## src/rom_map_defs.vh

```
// Register offsets, field positions and reset values for the bus info and ROM map registers
// Behaviour
// - The max request code resets so that two to the power of code plus one is at least 512 bytes.
// - A system reset sets the max request code for 2048 bytes and a software reset leaves it alone.
// - Software may rewrite the max request code but keeps it valid while link_on is set.
// - A received block write longer than the max request byte count may get ack_type_error.
// - Bus options bits 11 to 8 and 5 to 3 always read as zero.
// - The read-only link speed code reads 010 for 100, 200 and 400 Mbit/s.
// - The upper unique ID quadlet is read-only and holds vendor and upper chip ID bits.
// - Both unique ID quadlets clear to zero on a system reset, an illegal value until loaded.
// - With an EEPROM present, the unique ID is loaded through the EEPROM port after reset and then locked.
// - The lower unique ID quadlet behaves exactly as the upper one.
// - A quadlet read to FFFF_F000_0400 to 07FF adds the low 10 offset bits to the ROM map base.
// - The ROM map base holds writable bits 31 to 10, resets to zero, and bits 9 to 0 read zero.
`ifndef ROM_MAP_DEFS_VH
`define ROM_MAP_DEFS_VH
`define OFS_BUS_OPTIONS 8'h20
`define OFS_UID_UPPER 8'h24
`define OFS_UID_LOWER 8'h28
`define OFS_ROM_MAP_BASE 8'h34
`define OFS_HC_CONTROL_SET 8'h50
`define OFS_HC_CONTROL_CLR 8'h54
`define LINK_ON_BIT 17
`define MAX_REC_RESET 4'hA
`define MAX_REC_MIN 4'h8
`define LINK_SPEED_CODE 3'h2
`define BUS_OPT_UPPER_RESET 8'h00
`define CYC_ACC_RESET 8'h00
`define ROM_CSR_HI 20'hFFFFF
`define ROM_CSR_MID 12'h000
`define ROM_WIN_LO 6'h01
`define ROM_BASE_RESET 22'h000000
`define ROM_BASE_LSB 10
`endif

```

## src/rom_read_xlate.v

```verilog
// Translation of 1394 configuration ROM quadlet reads into host memory addresses
`timescale 1ns/1ps
`include "rom_map_defs.vh"
module rom_read_xlate (
   input wire ref_clk,
   input wire rst,
   input wire req_valid,
   input wire [47:0] req_offset,
   input wire [21:0] map_base,
   output reg hit_r,
   output reg miss_r,
   output reg [31:0] host_addr_r
);
   wire in_window;
   assign in_window = (req_offset[47:28] == `ROM_CSR_HI) &&
                      (req_offset[27:16] == `ROM_CSR_MID) &&
                      (req_offset[15:10] == `ROM_WIN_LO);

   // base plus low ten bits; base is 1 KB aligned, so the add is a concatenation
   always @(posedge ref_clk or posedge rst) begin
      if (rst) begin
         hit_r <= 1'b0;
         miss_r <= 1'b0;
         host_addr_r <= 32'h00000000;
      end else begin
         hit_r <= req_valid & in_window;
         miss_r <= req_valid & ~in_window;
         if (req_valid & in_window) begin
            host_addr_r <= {map_base, req_offset[9:0]};
         end
      end
   end
endmodule

```

## src/bus_info_and_rom_map_regs.v

```verilog
// Bus options, unique ID and ROM map base registers of the link controller
`timescale 1ns/1ps
`include "rom_map_defs.vh"
module bus_info_and_rom_map_regs (
   // Clock, system reset and software reset
   input wire ref_clk,
   input wire rst,
   input wire soft_rst,
   // Host register access, one strobe per word
   input wire reg_wr,
   input wire reg_rd,
   input wire [7:0] reg_addr,
   input wire [31:0] reg_wdata,
   output reg [31:0] reg_rdata_r,
   output reg reg_rack_r,
   // Serial EEPROM load port and unique ID lock status
   input wire eeprom_present,
   input wire eeprom_valid,
   input wire [63:0] eeprom_uid,
   output reg uid_locked_r,
   // Link-on control bit toward the link core
   output reg link_on_r,
   // Configuration ROM read translation, driven by the translator's flops
   input wire rom_req_valid,
   input wire [47:0] rom_req_offset,
   output wire rom_hit_r,
   output wire rom_miss_r,
   output wire [31:0] rom_host_addr_r,
   // Received block write length check
   input wire wr_req_valid,
   input wire [15:0] wr_req_len,
   output reg wr_type_error_r
);
   // Register map, byte offsets seen by the host:
   //   20h bus options: 31-27 R/W, 23-16 accuracy, 15-12 max request, 7-6 generation
   //   24h upper unique ID quadlet, read-only
   //   28h lower unique ID quadlet, read-only
   //   34h ROM map base, bits 31-10 R/W and bits 9-0 read zero
   //   50h/54h control set/clear, only the link-on bit 17 is kept here
   // Writes to any other offset are dropped, and reads of them return zero.
   // The generation count is plain software data; hardware never bumps it.

   // Bus options fields
   reg [7:0] bus_opt_upper_r;
   reg [7:0] cyc_acc_r;
   reg [3:0] max_rec_r;
   reg [1:0] gen_r;
   // Unique ID quadlets and their load control
   reg [31:0] uid_upper_r;
   reg [31:0] uid_lower_r;
   reg [1:0] eep_sync_r;
   reg eep_load_pending_r;
   // ROM map base, bits 31 to 10 only
   reg [21:0] rom_base_r;
   // Read path and derived values
   reg [31:0] rd_nxt;
   wire [31:0] opt_word;
   wire [3:0] max_rec_nxt;
   wire [4:0] max_rec_pow;
   wire [16:0] max_rec_bytes;
   // Decoded write strobes
   wire wr_opts;
   wire wr_hc_set;
   wire wr_hc_clr;
   wire wr_base;

   // One decode per writable offset
   assign wr_opts = reg_wr && (reg_addr == `OFS_BUS_OPTIONS);
   assign wr_hc_set = reg_wr && (reg_addr == `OFS_HC_CONTROL_SET);
   assign wr_hc_clr = reg_wr && (reg_addr == `OFS_HC_CONTROL_CLR);
   assign wr_base = reg_wr && (reg_addr == `OFS_ROM_MAP_BASE);
   // unique ID offsets have no write decode
   // A stray host write there can never disturb a loaded identifier

   // keep a rewritten code valid; codes below 512 bytes are refused
   assign max_rec_nxt = (reg_wdata[15:12] >= `MAX_REC_MIN) ? reg_wdata[15:12] : max_rec_r;
   // request limit in bytes, two to the power of code plus one
   // The exponent is one bit wider so that code F gives 64 KiB instead of wrapping to 1
   assign max_rec_pow = {1'b0, max_rec_r} + 5'h01;
   assign max_rec_bytes = 17'h00001 << max_rec_pow;

   // bus options as read: reserved fields zero, fixed speed code
   assign opt_word = {bus_opt_upper_r, cyc_acc_r, max_rec_r, 4'h0, gen_r, 3'b000,
                      `LINK_SPEED_CODE};

   // Presence strap from a pin passes two flops before use
   // Only the second flop is read, so a strap edge near the clock cannot split a load
   always @(posedge ref_clk or posedge rst) begin
      if (rst) begin
         eep_sync_r <= 2'b00;
      end else begin
         eep_sync_r <= {eep_sync_r[0], eeprom_present};
      end
   end

   // Bus options; the max request code survives a software reset
   always @(posedge ref_clk or posedge rst) begin
      if (rst) begin
         max_rec_r <= `MAX_REC_RESET;
         bus_opt_upper_r <= `BUS_OPT_UPPER_RESET;
         cyc_acc_r <= `CYC_ACC_RESET;
         gen_r <= 2'b00;
      end else if (soft_rst) begin
         bus_opt_upper_r <= `BUS_OPT_UPPER_RESET;
         cyc_acc_r <= `CYC_ACC_RESET;
         gen_r <= 2'b00;
      end else if (wr_opts) begin
         // Bits 26 to 24 are read-only zero, so only 31 to 27 are stored
         bus_opt_upper_r <= {reg_wdata[31:27], 3'b000};
         cyc_acc_r <= reg_wdata[23:16];
         max_rec_r <= max_rec_nxt;
         gen_r <= reg_wdata[7:6];
      end
   end

   // Link-on bit from the control set/clear pair
   // Software reset drops the link so that stale bus options are never advertised
   always @(posedge ref_clk or posedge rst) begin
      if (rst) begin
         link_on_r <= 1'b0;
      end else if (soft_rst) begin
         link_on_r <= 1'b0;
      end else if (wr_hc_set && reg_wdata[`LINK_ON_BIT]) begin
         link_on_r <= 1'b1;
      end else if (wr_hc_clr && reg_wdata[`LINK_ON_BIT]) begin
         link_on_r <= 1'b0;
      end
   end

   // Unique ID: zero after reset, one EEPROM load, then locked
   // The pending flag closes the load window for good, so a late or repeated
   // EEPROM strobe cannot change an identifier that software may already hold.
   // Without an EEPROM the quadlets keep the illegal zero value; the pending flag stays set, so an EEPROM fitted later still loads.
   always @(posedge ref_clk or posedge rst) begin
      if (rst) begin
         uid_upper_r <= 32'h00000000;
         uid_lower_r <= 32'h00000000;
         uid_locked_r <= 1'b0;
         eep_load_pending_r <= 1'b1;
      end else if (eep_load_pending_r && eep_sync_r[1] && eeprom_valid && !uid_locked_r) begin
         // lower quadlet loads together with the upper
         uid_upper_r <= eeprom_uid[63:32];
         uid_lower_r <= eeprom_uid[31:0];
         uid_locked_r <= 1'b1;
         eep_load_pending_r <= 1'b0;
      end
      // no host write path reaches the unique ID
   end

   // ROM map base; the low ten bits are not stored at all
   always @(posedge ref_clk or posedge rst) begin
      if (rst) begin
         rom_base_r <= `ROM_BASE_RESET;
      end else if (wr_base) begin
         // Bits 9 to 0 of the write are dropped, so the read needs no mask
         rom_base_r <= reg_wdata[31:`ROM_BASE_LSB];
      end
   end

   // Read mux; unmapped offsets read zero
   always @* begin
      rd_nxt = 32'h00000000;
      case (reg_addr)
         `OFS_BUS_OPTIONS: begin
            // zero fields and speed code built in above
            rd_nxt = opt_word;
         end
         `OFS_UID_UPPER: rd_nxt = uid_upper_r;
         `OFS_UID_LOWER: rd_nxt = uid_lower_r;
         `OFS_ROM_MAP_BASE: rd_nxt = {rom_base_r, 10'h000};
         // Link-on reads back at bit 17 from either offset of the pair
         `OFS_HC_CONTROL_SET: rd_nxt = {14'h0000, link_on_r, 17'h00000};
         `OFS_HC_CONTROL_CLR: rd_nxt = {14'h0000, link_on_r, 17'h00000};
         default: rd_nxt = 32'h00000000;
      endcase
   end

   // Read data registered, answered one cycle after the strobe
   // Data holds between reads so that a slow host may pick it up late;
   // a read in the same cycle as a write to that offset returns the old value
   always @(posedge ref_clk or posedge rst) begin
      if (rst) begin
         reg_rdata_r <= 32'h00000000;
         reg_rack_r <= 1'b0;
      end else begin
         reg_rack_r <= reg_rd;
         if (reg_rd) begin
            reg_rdata_r <= rd_nxt;
         end
      end
   end

   // oversized block writes flag a type error
   // Length is widened by one bit so the 64 KiB limit of code F compares cleanly
   always @(posedge ref_clk or posedge rst) begin
      if (rst) begin
         wr_type_error_r <= 1'b0;
      end else begin
         wr_type_error_r <= wr_req_valid && ({1'b0, wr_req_len} > max_rec_bytes);
      end
   end

   // ROM read address translation
   // The translator answers from its own flops, so hit, miss and address stay registered
   rom_read_xlate u_xlate (
      .ref_clk(ref_clk),
      .rst(rst),
      .req_valid(rom_req_valid),
      .req_offset(rom_req_offset),
      .map_base(rom_base_r),
      .hit_r(rom_hit_r),
      .miss_r(rom_miss_r),
      .host_addr_r(rom_host_addr_r)
   );
endmodule

```

## config.mk

```make
export PLATFORM = sky130hd
export DESIGN_NAME = bus_info_and_rom_map_regs
export DESIGN_NICKNAME = d
export VERILOG_FILES = /design/src/rom_read_xlate.v /design/src/bus_info_and_rom_map_regs.v
export VERILOG_INCLUDE_DIRS = /design/src
export SDC_FILE = /design/constraint.sdc
export NUM_CORES = 1
export LEC_CHECK = 0
export ABC_CLOCK_PERIOD_IN_PS = 13910
export BUFFER_PORTS_ARGS = -buffer_cell sky130_fd_sc_hd__buf_4
export CAP_MARGIN = 0
export CORE_ASPECT_RATIO = 1.75
export CORE_UTILIZATION = 45
export CTS_BUF_LIST = sky130_fd_sc_hd__clkbuf_16
export DETAILED_ROUTE_END_ITERATION = 10
export MAX_ROUTING_LAYER = met4
export PLACE_DENSITY = 0.72
export SYNTH_ARGS = -nofsm -noshare
export SYNTH_HDL_FRONTEND = slang
export SYNTH_SLANG_ARGS = --single-unit
```

## constraint.sdc

```tcl
create_clock -name ref_clk -period 13.91 [get_ports ref_clk]
set_input_delay 0.6955 -clock ref_clk [delete_from_list [all_inputs] [get_ports ref_clk]]
set_output_delay 0.6955 -clock ref_clk [all_outputs]
set_load 0.01 [all_outputs]
```

Yosys cells after proc, flatten, opt, wreduce, memory -nomap -nowiden
Cells that the tools add are included.

Add/subtract/negate cells: 1. $mul: 0. Divide/modulo/power cells: 0. Order comparisons: 2. Eq/ne operators: 8. Shift-type cells: 1. Multiplexer cells: 10. Bitwise gates (word level): 4. Reductions and logical operators: 18.

Operators with widths (number): 32-bit case mux with 5 select lines (1); 8-bit by 6-bit equality test with 1-bit output (second input constant) (4); 8-bit 2-to-1 mux (4); 20-bit equality test (second input constant) (1); 16-bit by 17-bit greater-than comparator with 1-bit output (1); 1-bit by 5-bit left shift with 17-bit output (first input constant) (1); 8-bit by 7-bit equality test with 1-bit output (second input constant) (2); 1-bit logical AND (12); 12-bit zero test (1); 6-bit by 1-bit equality test with 1-bit output (second input constant) (1); 4-bit by 1-bit adder with 5-bit output (second input constant) (1); 4-bit >= comparator (second input constant) (1); 2-bit 2-to-1 mux (2); 1-bit 2-to-1 mux (3); 3-bit AND reduction (1); 3-bit nonzero test (1); 1-bit bitwise AND (2); 1-bit NOT (2); 2-bit nonzero test (1); 2-bit OR reduction (1); 1-bit zero test (1).

Register bits after elaboration: 181. Bits in latches: 0. RAM bits: 0. Memory bits (read-only): 0. Bits of input ports: 177. Word-level logic and storage cells: 61. Memories: 0.

Depth between registers and ports, before layout
Gate-level depths: netlist of the first run.

Depth in word-level cells: 6. Mapped depth: 9. Gate-level depth less buffers: 8.

Modules after synthesis
Synthesis of the first run repeated with hierarchy kept, for this count alone.

Cell total of the unflattened synthesis: 609. Area, all modules: 8016.4 µm².

Modules (own cells, without submodules): bus_info_and_rom_map_regs (times used 1, cells each 522, area an instance 6503.7 µm², seq. area each 3607.2 µm²); rom_read_xlate (times used 1, cells each 87, area an instance 1512.7 µm², seq. area each 850.8 µm²).

Worst setup path after synthesis of the first run
Ideal clock, no wire load.

Path type: input port to flip-flop. From: input reg_addr[4]. To: register reg_rdata_r[0]. Arrival: 2.239 ns. Slack: 11.588 ns. Stages on the path: 7. Cells stage by stage: or4b_1 -> buf_6 -> or3_1 -> buf_6 -> nor3b_2 -> nand2_2 -> o22ai_1.

Cells in the longest elaborated chain, start to end: 3. Elaborated cells between the ends (all ways): 8.

Ends and longest elaborated chain: start: declaration (line bus_info_and_rom_map_regs.v:12) `input wire [7:0] reg_addr,`; 8-bit by 7-bit equality test with 1-bit output (line bus_info_and_rom_map_regs.v:163) `case (reg_addr)`; 2-bit OR reduction (no line); 32-bit case mux with 5 select lines (*) (line bus_info_and_rom_map_regs.v:163); end signal: assignment (line bus_info_and_rom_map_regs.v:188) `reg_rdata_r <= rd_nxt;`; end: declaration (line bus_info_and_rom_map_regs.v:14) `output reg [31:0] reg_rdata_r,`.

Mark *: on every way between the ends. The rest lies on a longest branch, timed or not. A chain may end at the register's enable or synchronous reset.

Final worst setup path of the first run
From: register max_rec_r[1]. To: register wr_type_error_r.

Cells in the longest elaborated chain, start to end: 4.

Ends and longest elaborated chain: start: declaration (line bus_info_and_rom_map_regs.v:46) `reg [3:0] max_rec_r;`; start signal: assignment (line bus_info_and_rom_map_regs.v:99) `` max_rec_r <= `MAX_REC_RESET; ``; start signal: assignment (line bus_info_and_rom_map_regs.v:111) `max_rec_r <= max_rec_nxt;`; 4-bit by 1-bit adder with 5-bit output (line bus_info_and_rom_map_regs.v:79) `assign max_rec_pow = {1'b0, max_rec_r} + 5'h01;`; 1-bit by 5-bit left shift with 17-bit output (line bus_info_and_rom_map_regs.v:80) `assign max_rec_bytes = 17'h00001 << max_rec_pow;`; 16-bit by 17-bit greater-than comparator with 1-bit output (line bus_info_and_rom_map_regs.v:199) `wr_type_error_r <= wr_req_valid && ({1'b0, wr_req_len} > max_rec_bytes);`; 1-bit logical AND (line bus_info_and_rom_map_regs.v:199); end signal: assignment (line bus_info_and_rom_map_regs.v:199); end: declaration (line bus_info_and_rom_map_regs.v:32) `output reg wr_type_error_r`.

No other way between the ends.

==> results.cfg, run 1 <==
[setup_path]
critPathMaxStageDelay_ns = 0.61
crit_slowest_cell = dfstp_2
cp.arrival_ns = 2.82
crit_path_end_kind = register
crit_type = reg2reg
timing.rr.end = wr_type_error_r$_DFF_PP0_
reg2reg_slack_ns = 11.39
worstRegToRegCells = 7
cp_max_fo = 9
path_cells = nor2b_1 -> nand3_1 -> ha_1 -> and3_1 -> a221o_1 -> o21ai_0 -> a21oi_1
r2r_start = max_rec_r[1]$_DFFE_PP1P_
critical_path_required_ns = 14.21
crit_family = compound AO/OA/AOI/OAI gates
start_kind = register
critical_path_buf_inv_count = 0

[sta]
worst_slack_ns = 11.39
hold_viol = 0
fin_skew_ns = 0.008133
fmax_ghz = 0.3972
setup_violations = 0
slew_viol_final = 0
holdWs_ns = 0.3618
fin_crit_sh = 0.1810
finalSetupTns_ns = 0
post-route-min-period_ns = 2.518
rsz0062_at_grt = no
tightest_slew_ns = 1.239
max_slew_margin = 0.1710

[power]
leakagePower_nw = 5.138
ir_drop_mv = 0.07616
power.density_nw_per_um2 = 104.8

[synth]
seq_area_frac_synth = 0.5701
synth-async-reset-ratio = 1.000
syn_inst = 603
yosys_warnings = 0
syn-num-nets = 796
ys_seq_elements = 178
synth_edf_count = 0
synthFlopType = dfrtp_1
syn_area_per_cell_um2 = 12.97
ys_types = 49
syn_area_um2 = 7820

[run_status]
status = complete, no violations

[cts]
cts_buffers = 17
cts.path.max_buffers = 2
cts_setup_buffers = 0
postCtsHoldBufs = 0
cts.htree.levels = 4
clk_pin_slew_worst_paths_ns = 0.07
ctsResizeCount = 0
cts_tree = done
clock-root-buffer = clkbuf_16
clock_latency_ns = 0.42
cts.sinks = 178

[global_routing]
grt_pass1_wl_um = 32130
grt_max_degree = 97
grt_overflow = 0
track_usage = 0.2489
antenna_found_initial = 0
grt_pass1_vias = 6254

[routing]
postRouteAntennaNets = 0
post_drt_wl_per_cell_um = 19.73
drc = 0
drtPass1Iterations = 4
drt-initial-drc-count = 221
vias = 5901
drt-total-wl_um = 21110
vias_per_cell = 5.515

[die]
die_area_um2 = 17930
die_w_um = 101.7
start_util = 0.4614
io_pins = 247
coreArea_um2 = 16950
rows = 63
die_h_um = 176.4

[final_layout]
regArea_um2 = 4458
nFillCells = 1391
drive_gt1_frac = 0.4840
n_antenna_cell = 0
syn2layout_area_growth_pct = 32.48
multiInputGateArea_um2 = 3156
fin_nets = 1023

[placed_design]
dp_slack_ns = 10.96
globalplace.congestion = 0.8645
dp_hpwl_um = 15690
portBuffers = 238

[flow_run]
drv_cap = 0

[hold_path]
min_path_cells = 0
hold_end = eep_sync_r[1]$_DFF_PP0_
min_from = eep_sync_r[0]$_DFF_PP0_
hold_path.class = reg2reg
==> stage by stage <==
| stage | util | power (mW) | area [um^2] | std cells |
|---|---|---|---|---|
| detailed placement | 0.5777 | 0.6334 | 9791 | 1038 |
| finish | 0.6113 | 1.086 | 10360 | 1070 |
| global route | 0.6113 | 1.125 | 10360 | 1070 |
| CTS | 0.6113 | 1.097 | 10360 | 1070 |
| global placement | 0.5777 | 0.6288 | 9791 | 1038 |
| floorplan | - | 0.5735 | 7820 | 603 |
==> registers in the layout (all words and copies together) (netlist names) <==
| signal | flops |
|---|---|
| u_xlate.host_addr_r | 32 |
| u_xlate.miss_r | 1 |
| uid_upper_r | 32 |
| uid_locked_r | 1 |
| rom_base_r | 22 |
| link_on_r | 1 |
| eep_sync_r | 2 |
| bus_opt_upper_r | 5 |
| wr_type_error_r | 1 |
| u_xlate.hit_r | 1 |
| uid_lower_r | 32 |
| reg_rdata_r | 32 |
| reg_rack_r | 1 |
| eep_load_pending_r | 1 |
| cyc_acc_r | 8 |
| max_rec_r | 4 |
| gen_r | 2 |
==> cell usage after synthesis (6+ instances only) <==
cell type	number	area, um^2
o22ai_1	10	62.56
inv_1	13	48.80
o21a_1	15	112.6
clkbuf_1	27	101.4
nand4_1	8	50.05
dfrtp_1	175	4379
a21oi_1	20	100.1
a22o_1	15	131.4
nor2b_1	6	37.54
ha_1	16	200.2
o221ai_1	12	105.1
mux2_2	123	1385
a22oi_1	44	330.3
nand2_1	18	67.56
nand3_1	10	50.05
nor2_1	26	97.59
==> layout make-up <==
cell class,count,share of cell area
clock inverters,15,0.01389
inverters,13,0.005193
clock buffers,17,0.04106
repair buffers,245,0.1775
flip-flops and latches,178,0.4303
multi-input cells,375,0.3046
well taps,227,0.02742
==> cell families after synthesis <==
logic type,count (synthesis),synth area share
muxes,125,0.1797
AOI/OAI and AO/OA,131,0.1240
adders and majority gates,16,0.02560
other,1,0.0004795
DFF,178,0.5701
buffers and inverters,50,0.02720
and+or+nand+nor,102,0.07296
==> layout by cell type, fill, tap and decap left out, drive strengths merged, types with 2 or more instances in the layout <==
master / instances
or3: 2
and3: 3
o22ai: 10
o21a: 15
a21oi: 20
dfstp: 3
clkinvlp: 6
bufinv: 2
and2: 2
o221ai: 14
nand3: 10
nand4: 8
o21ai: 3
and4: 2
nor4b: 3
a2bb2oi: 2
mux2i: 2
and2b: 2
nor2b: 6
nor4: 5
nand2: 19
nor2: 26
buf: 245
a22oi: 44
mux2: 123
clkinv: 3
ha: 16
inv: 17
a21o: 2
nand4b: 3
nand2b: 4
nor3: 3
clkbuf: 17
dfrtp: 175
a22o: 15
==> power breakdown <==
group	switching (mW)	internal [mW]	total, mW
clock	0.200	0.263	0.463
combinational	0.0425	0.0479	0.0904
sequential	0.00605	0.526	0.532
==> layer usage <==
layer / up-vias / wire (um) / global-route usage
li1: 2704 / - / -
met1: 2965 / 7596 / 0.2584
met2: 200 / 12020 / 0.4535
met3: 32 / 820 / 0.04117
met4: 0 / 676 / 0.1051
met5: - / 0 / -
==> worst max-delay path by stage <==
| stage | depth (start not counted) | slack, ns | end | startpoint |
|---|---|---|---|---|
| 2_1_floorplan | 1 | 8.39 | bus_opt_upper_r[3]$_DFFE_PP0P_ | rst |
| 3_3_place_gp | 6 | 11.00 | reg_rdata_r[4]$_DFFE_PP0P_ | reg_addr[4] |
| 3_5_place_dp | 6 | 10.96 | reg_rdata_r[8]$_DFFE_PP0P_ | reg_addr[4] |
| 4_1_cts | 6 | 11.41 | reg_rdata_r[8]$_DFFE_PP0P_ | reg_addr[4] |
| 5_1_grt | 7 | 11.27 | wr_type_error_r$_DFF_PP0_ | max_rec_r[1]$_DFFE_PP1P_ |
| 6_report | 7 | 11.39 | wr_type_error_r$_DFF_PP0_ | max_rec_r[1]$_DFFE_PP1P_ |
Power figures use the tool's default switching activity.
==> run 2, diff against run 1 <==
--- a/config.mk
+++ b/config.mk
@@ -6,7 +6,7 @@
 export SDC_FILE = /design/constraint.sdc
 export NUM_CORES = 1
 export LEC_CHECK = 0
-export ABC_CLOCK_PERIOD_IN_PS = 13910
+export ABC_CLOCK_PERIOD_IN_PS = 2250
 export BUFFER_PORTS_ARGS = -buffer_cell sky130_fd_sc_hd__buf_4
 export CAP_MARGIN = 0
 export CORE_ASPECT_RATIO = 1.75
@@ -14,7 +14,7 @@
 export CTS_BUF_LIST = sky130_fd_sc_hd__clkbuf_16
 export DETAILED_ROUTE_END_ITERATION = 10
 export MAX_ROUTING_LAYER = met4
-export PLACE_DENSITY = 0.72
+export PLACE_DENSITY = 0.75
 export SYNTH_ARGS = -nofsm -noshare
 export SYNTH_HDL_FRONTEND = slang
 export SYNTH_SLANG_ARGS = --single-unit
==> constraint.sdc (replaced) <==
create_clock -name ref_clk -period 2.25 [get_ports ref_clk]
set_input_delay 0.1125 -clock ref_clk [delete_from_list [all_inputs] [get_ports ref_clk]]
set_output_delay 0.1125 -clock ref_clk [all_outputs]
set_load 0.01 [all_outputs]
==> run 2 against run 1 <==
  * Sequential share of layout area is 4.4 points lower
  * Wire length increased by 9.5%
  * Register-to-register slack worse by 11 ns
  * Clock skew increased by 0.0023 ns
  * Cell count is 11% higher
  * Critical endpoint unchanged
  * Largest cell class unchanged
  * Largest power group unchanged
==> results.cfg, run 2 (synthesized netlist as in run 1, its figures left out) <==
[sta]
rsz0062_at_grt = no
slew_viol_final = 0
hold_viol = 0
finalSetupTns_ns = 0
max_slew_margin = 0.5580
tightest_slew_ns = 0.6613
post-route-min-period_ns = 2.094
fin_skew_ns = 0.01042
worst_slack_ns = 0.1555
setup_violations = 0
fin_crit_sh = 0.9309
fmax_ghz = 0.4774

[setup_path]
critical_path_required_ns = 2.55
cp.arrival_ns = 2.39
cp_max_fo = 9
critical_path_buf_inv_count = 0
path_cells = nor2b_2 -> nand2_1 -> ha_1 -> a211oi_1 -> nor2_1 -> or3_1 -> o21ai_1 -> a21oi_1
crit_family = simple AND/OR/NAND/NOR gates
crit_path_end_kind = register
crit_type = reg2reg
start_kind = register
critPathMaxStageDelay_ns = 0.46
crit_slowest_cell = dfrtp_2

[die]
die_area_um2 = 17930
start_util = 0.4614
die_w_um = 101.7
die_h_um = 176.4
rows = 63
io_pins = 247
coreArea_um2 = 16950

[power]
ir_drop_mv = 0.4316
netSwitchingPower_mw = 1.633
leakagePower_nw = 5.665
intPower_mw = 5.222
p_clk_frac = 0.413
pwr-share-comb = 0.107
swShare = 0.2382
power.density_nw_per_um2 = 593.9
pwr-share-seq = 0.480

[routing]
vias_per_cell = 5.359
vias = 6366
drt-total-wl_um = 23110
post_drt_wl_per_cell_um = 19.45
drtPass1Iterations = 4
drc = 0
postRouteAntennaNets = 0
drt-initial-drc-count = 232

[cts]
cts_tree = done
clock_latency_ns = 0.42
cts_buffers = 17
cts.htree.levels = 4
cts.sinks = 178
clock-root-buffer = clkbuf_16
cts.path.max_buffers = 2
clk_pin_slew_worst_paths_ns = 0.07
cts_setup_buffers = 0

[final_layout]
layout_common_cells = 255 x buf_4, 174 x dfrtp_1, 123 x mux2_2
syn2layout_area_growth_pct = 47.62
nFillCells = 1231
final_core_util = 0.6811
fin_nets = 1140
layout_commonest_cell = buf_4
stdcell_area_um2 = 11540
drive_gt1_frac = 0.4427

[global_routing]
track_usage = 0.2735
grt_overflow = 0
antenna_found_initial = 1
grt_pass1_vias = 6905
grt_max_degree = 117
grt_pass1_wl_um = 35810

[flow_run]
drv_cap = 0

[run_status]
status = complete, no violations

[hold_path]
hold_path.class = in2reg

[placed_design]
dp_slack_ns = 0.01661
place_area_um2 = 9945
dp_hpwl_um = 15640
globalplace.congestion = 0.8869
portBuffers = 238
[run 2: cell count changes in the layout (fill, tap and decap cells not counted), sizes merged]
cell | previous run | this run
buf | 245 | 259
bufinv | 2 | 1
clkinv | 3 | 6
clkinvlp | 6 | 2
diode | 0 | 1
dlygate4sd3 | 0 | 103
inv | 17 | 19
[run 2: repair_timing]
action                                  4_1_cts  5_1_grt
hold buffers                                103        0
hold endpoints to repair                    245        0
resized for setup                             0        5
endpoints found under the setup margin        0        1
[run 2: stage by stage]
step | cells | hold WS (ns) | total power [mW]
after global placement | 1052 | 0.01852 | 3.918
after floorplan | 603 | 0.1439 | 3.547
after detailed placement | 1052 | 0.02041 | 3.933
after CTS | 1187 | 0.02743 | 6.903
final | 1188 | 0.04088 | 6.855
after global routing | 1188 | 0.09484 | 7.075
[run 2: power groups by stage]
stage	clock network, mW	logic, mW	registers (mW)
global route	2.99	0.795	3.29
CTS	2.88	0.734	3.29
detailed placement	0	0.583	3.35
finish	2.83	0.736	3.29
global placement	0	0.571	3.35
floorplan	0	0.194	3.35
[run 2: worst register-to-register path, delay by kind of cell (launching register included)]
family          cells  cell delay [ns]
fa+ha+maj           1             0.30
compound gates      3             0.46
flops               1             0.46
simple gates        4             0.75
[run 2: worst paths after layout]
check                      cells after the start  slack (ns)                      from                             end
setup / recovery                               8        0.16  max_rec_r[0]$_DFFE_PP0P_       wr_type_error_r$_DFF_PP0_
hold reg to reg                                0        0.36   eep_sync_r[0]$_DFF_PP0_         eep_sync_r[1]$_DFF_PP0_
max in group asynchronous                      4        1.26                       rst  bus_opt_upper_r[3]$_DFFE_PP0P_
setup reg to reg                               8        0.16  max_rec_r[0]$_DFFE_PP0P_       wr_type_error_r$_DFF_PP0_
hold / removal                                 5        0.04        rom_req_offset[33]         u_xlate.hit_r$_DFF_PP0_
min in group asynchronous                      3        0.15                       rst     uid_upper_r[14]$_DFFE_PP0P_
[run 2: routing by layer]
metal / GRT usage / routed length (um) / share of wire / up-vias
li1: - / - / - / 2937
met3: 0.04513 / 825 / 0.036 / 48
met4: 0.1268 / 922 / 0.040 / 0
met2: 0.4854 / 12740 / 0.55 / 209
met5: - / 0 / 0 / -
met1: 0.2912 / 8623 / 0.37 / 3172
[run 2: layout make-up]
class	count	area (um^2)	area share
repair buffers	362	3025	0.2621
clock buffers	17	425.4	0.03685
well taps	227	284.0	0.02460
clock inverters	15	133.9	0.01160
flip-flops and latches	178	4459	0.3863
inverters	13	52.55	0.004552
multi-input cells	375	3161	0.2738
diodes	1	2.502	0.0002168
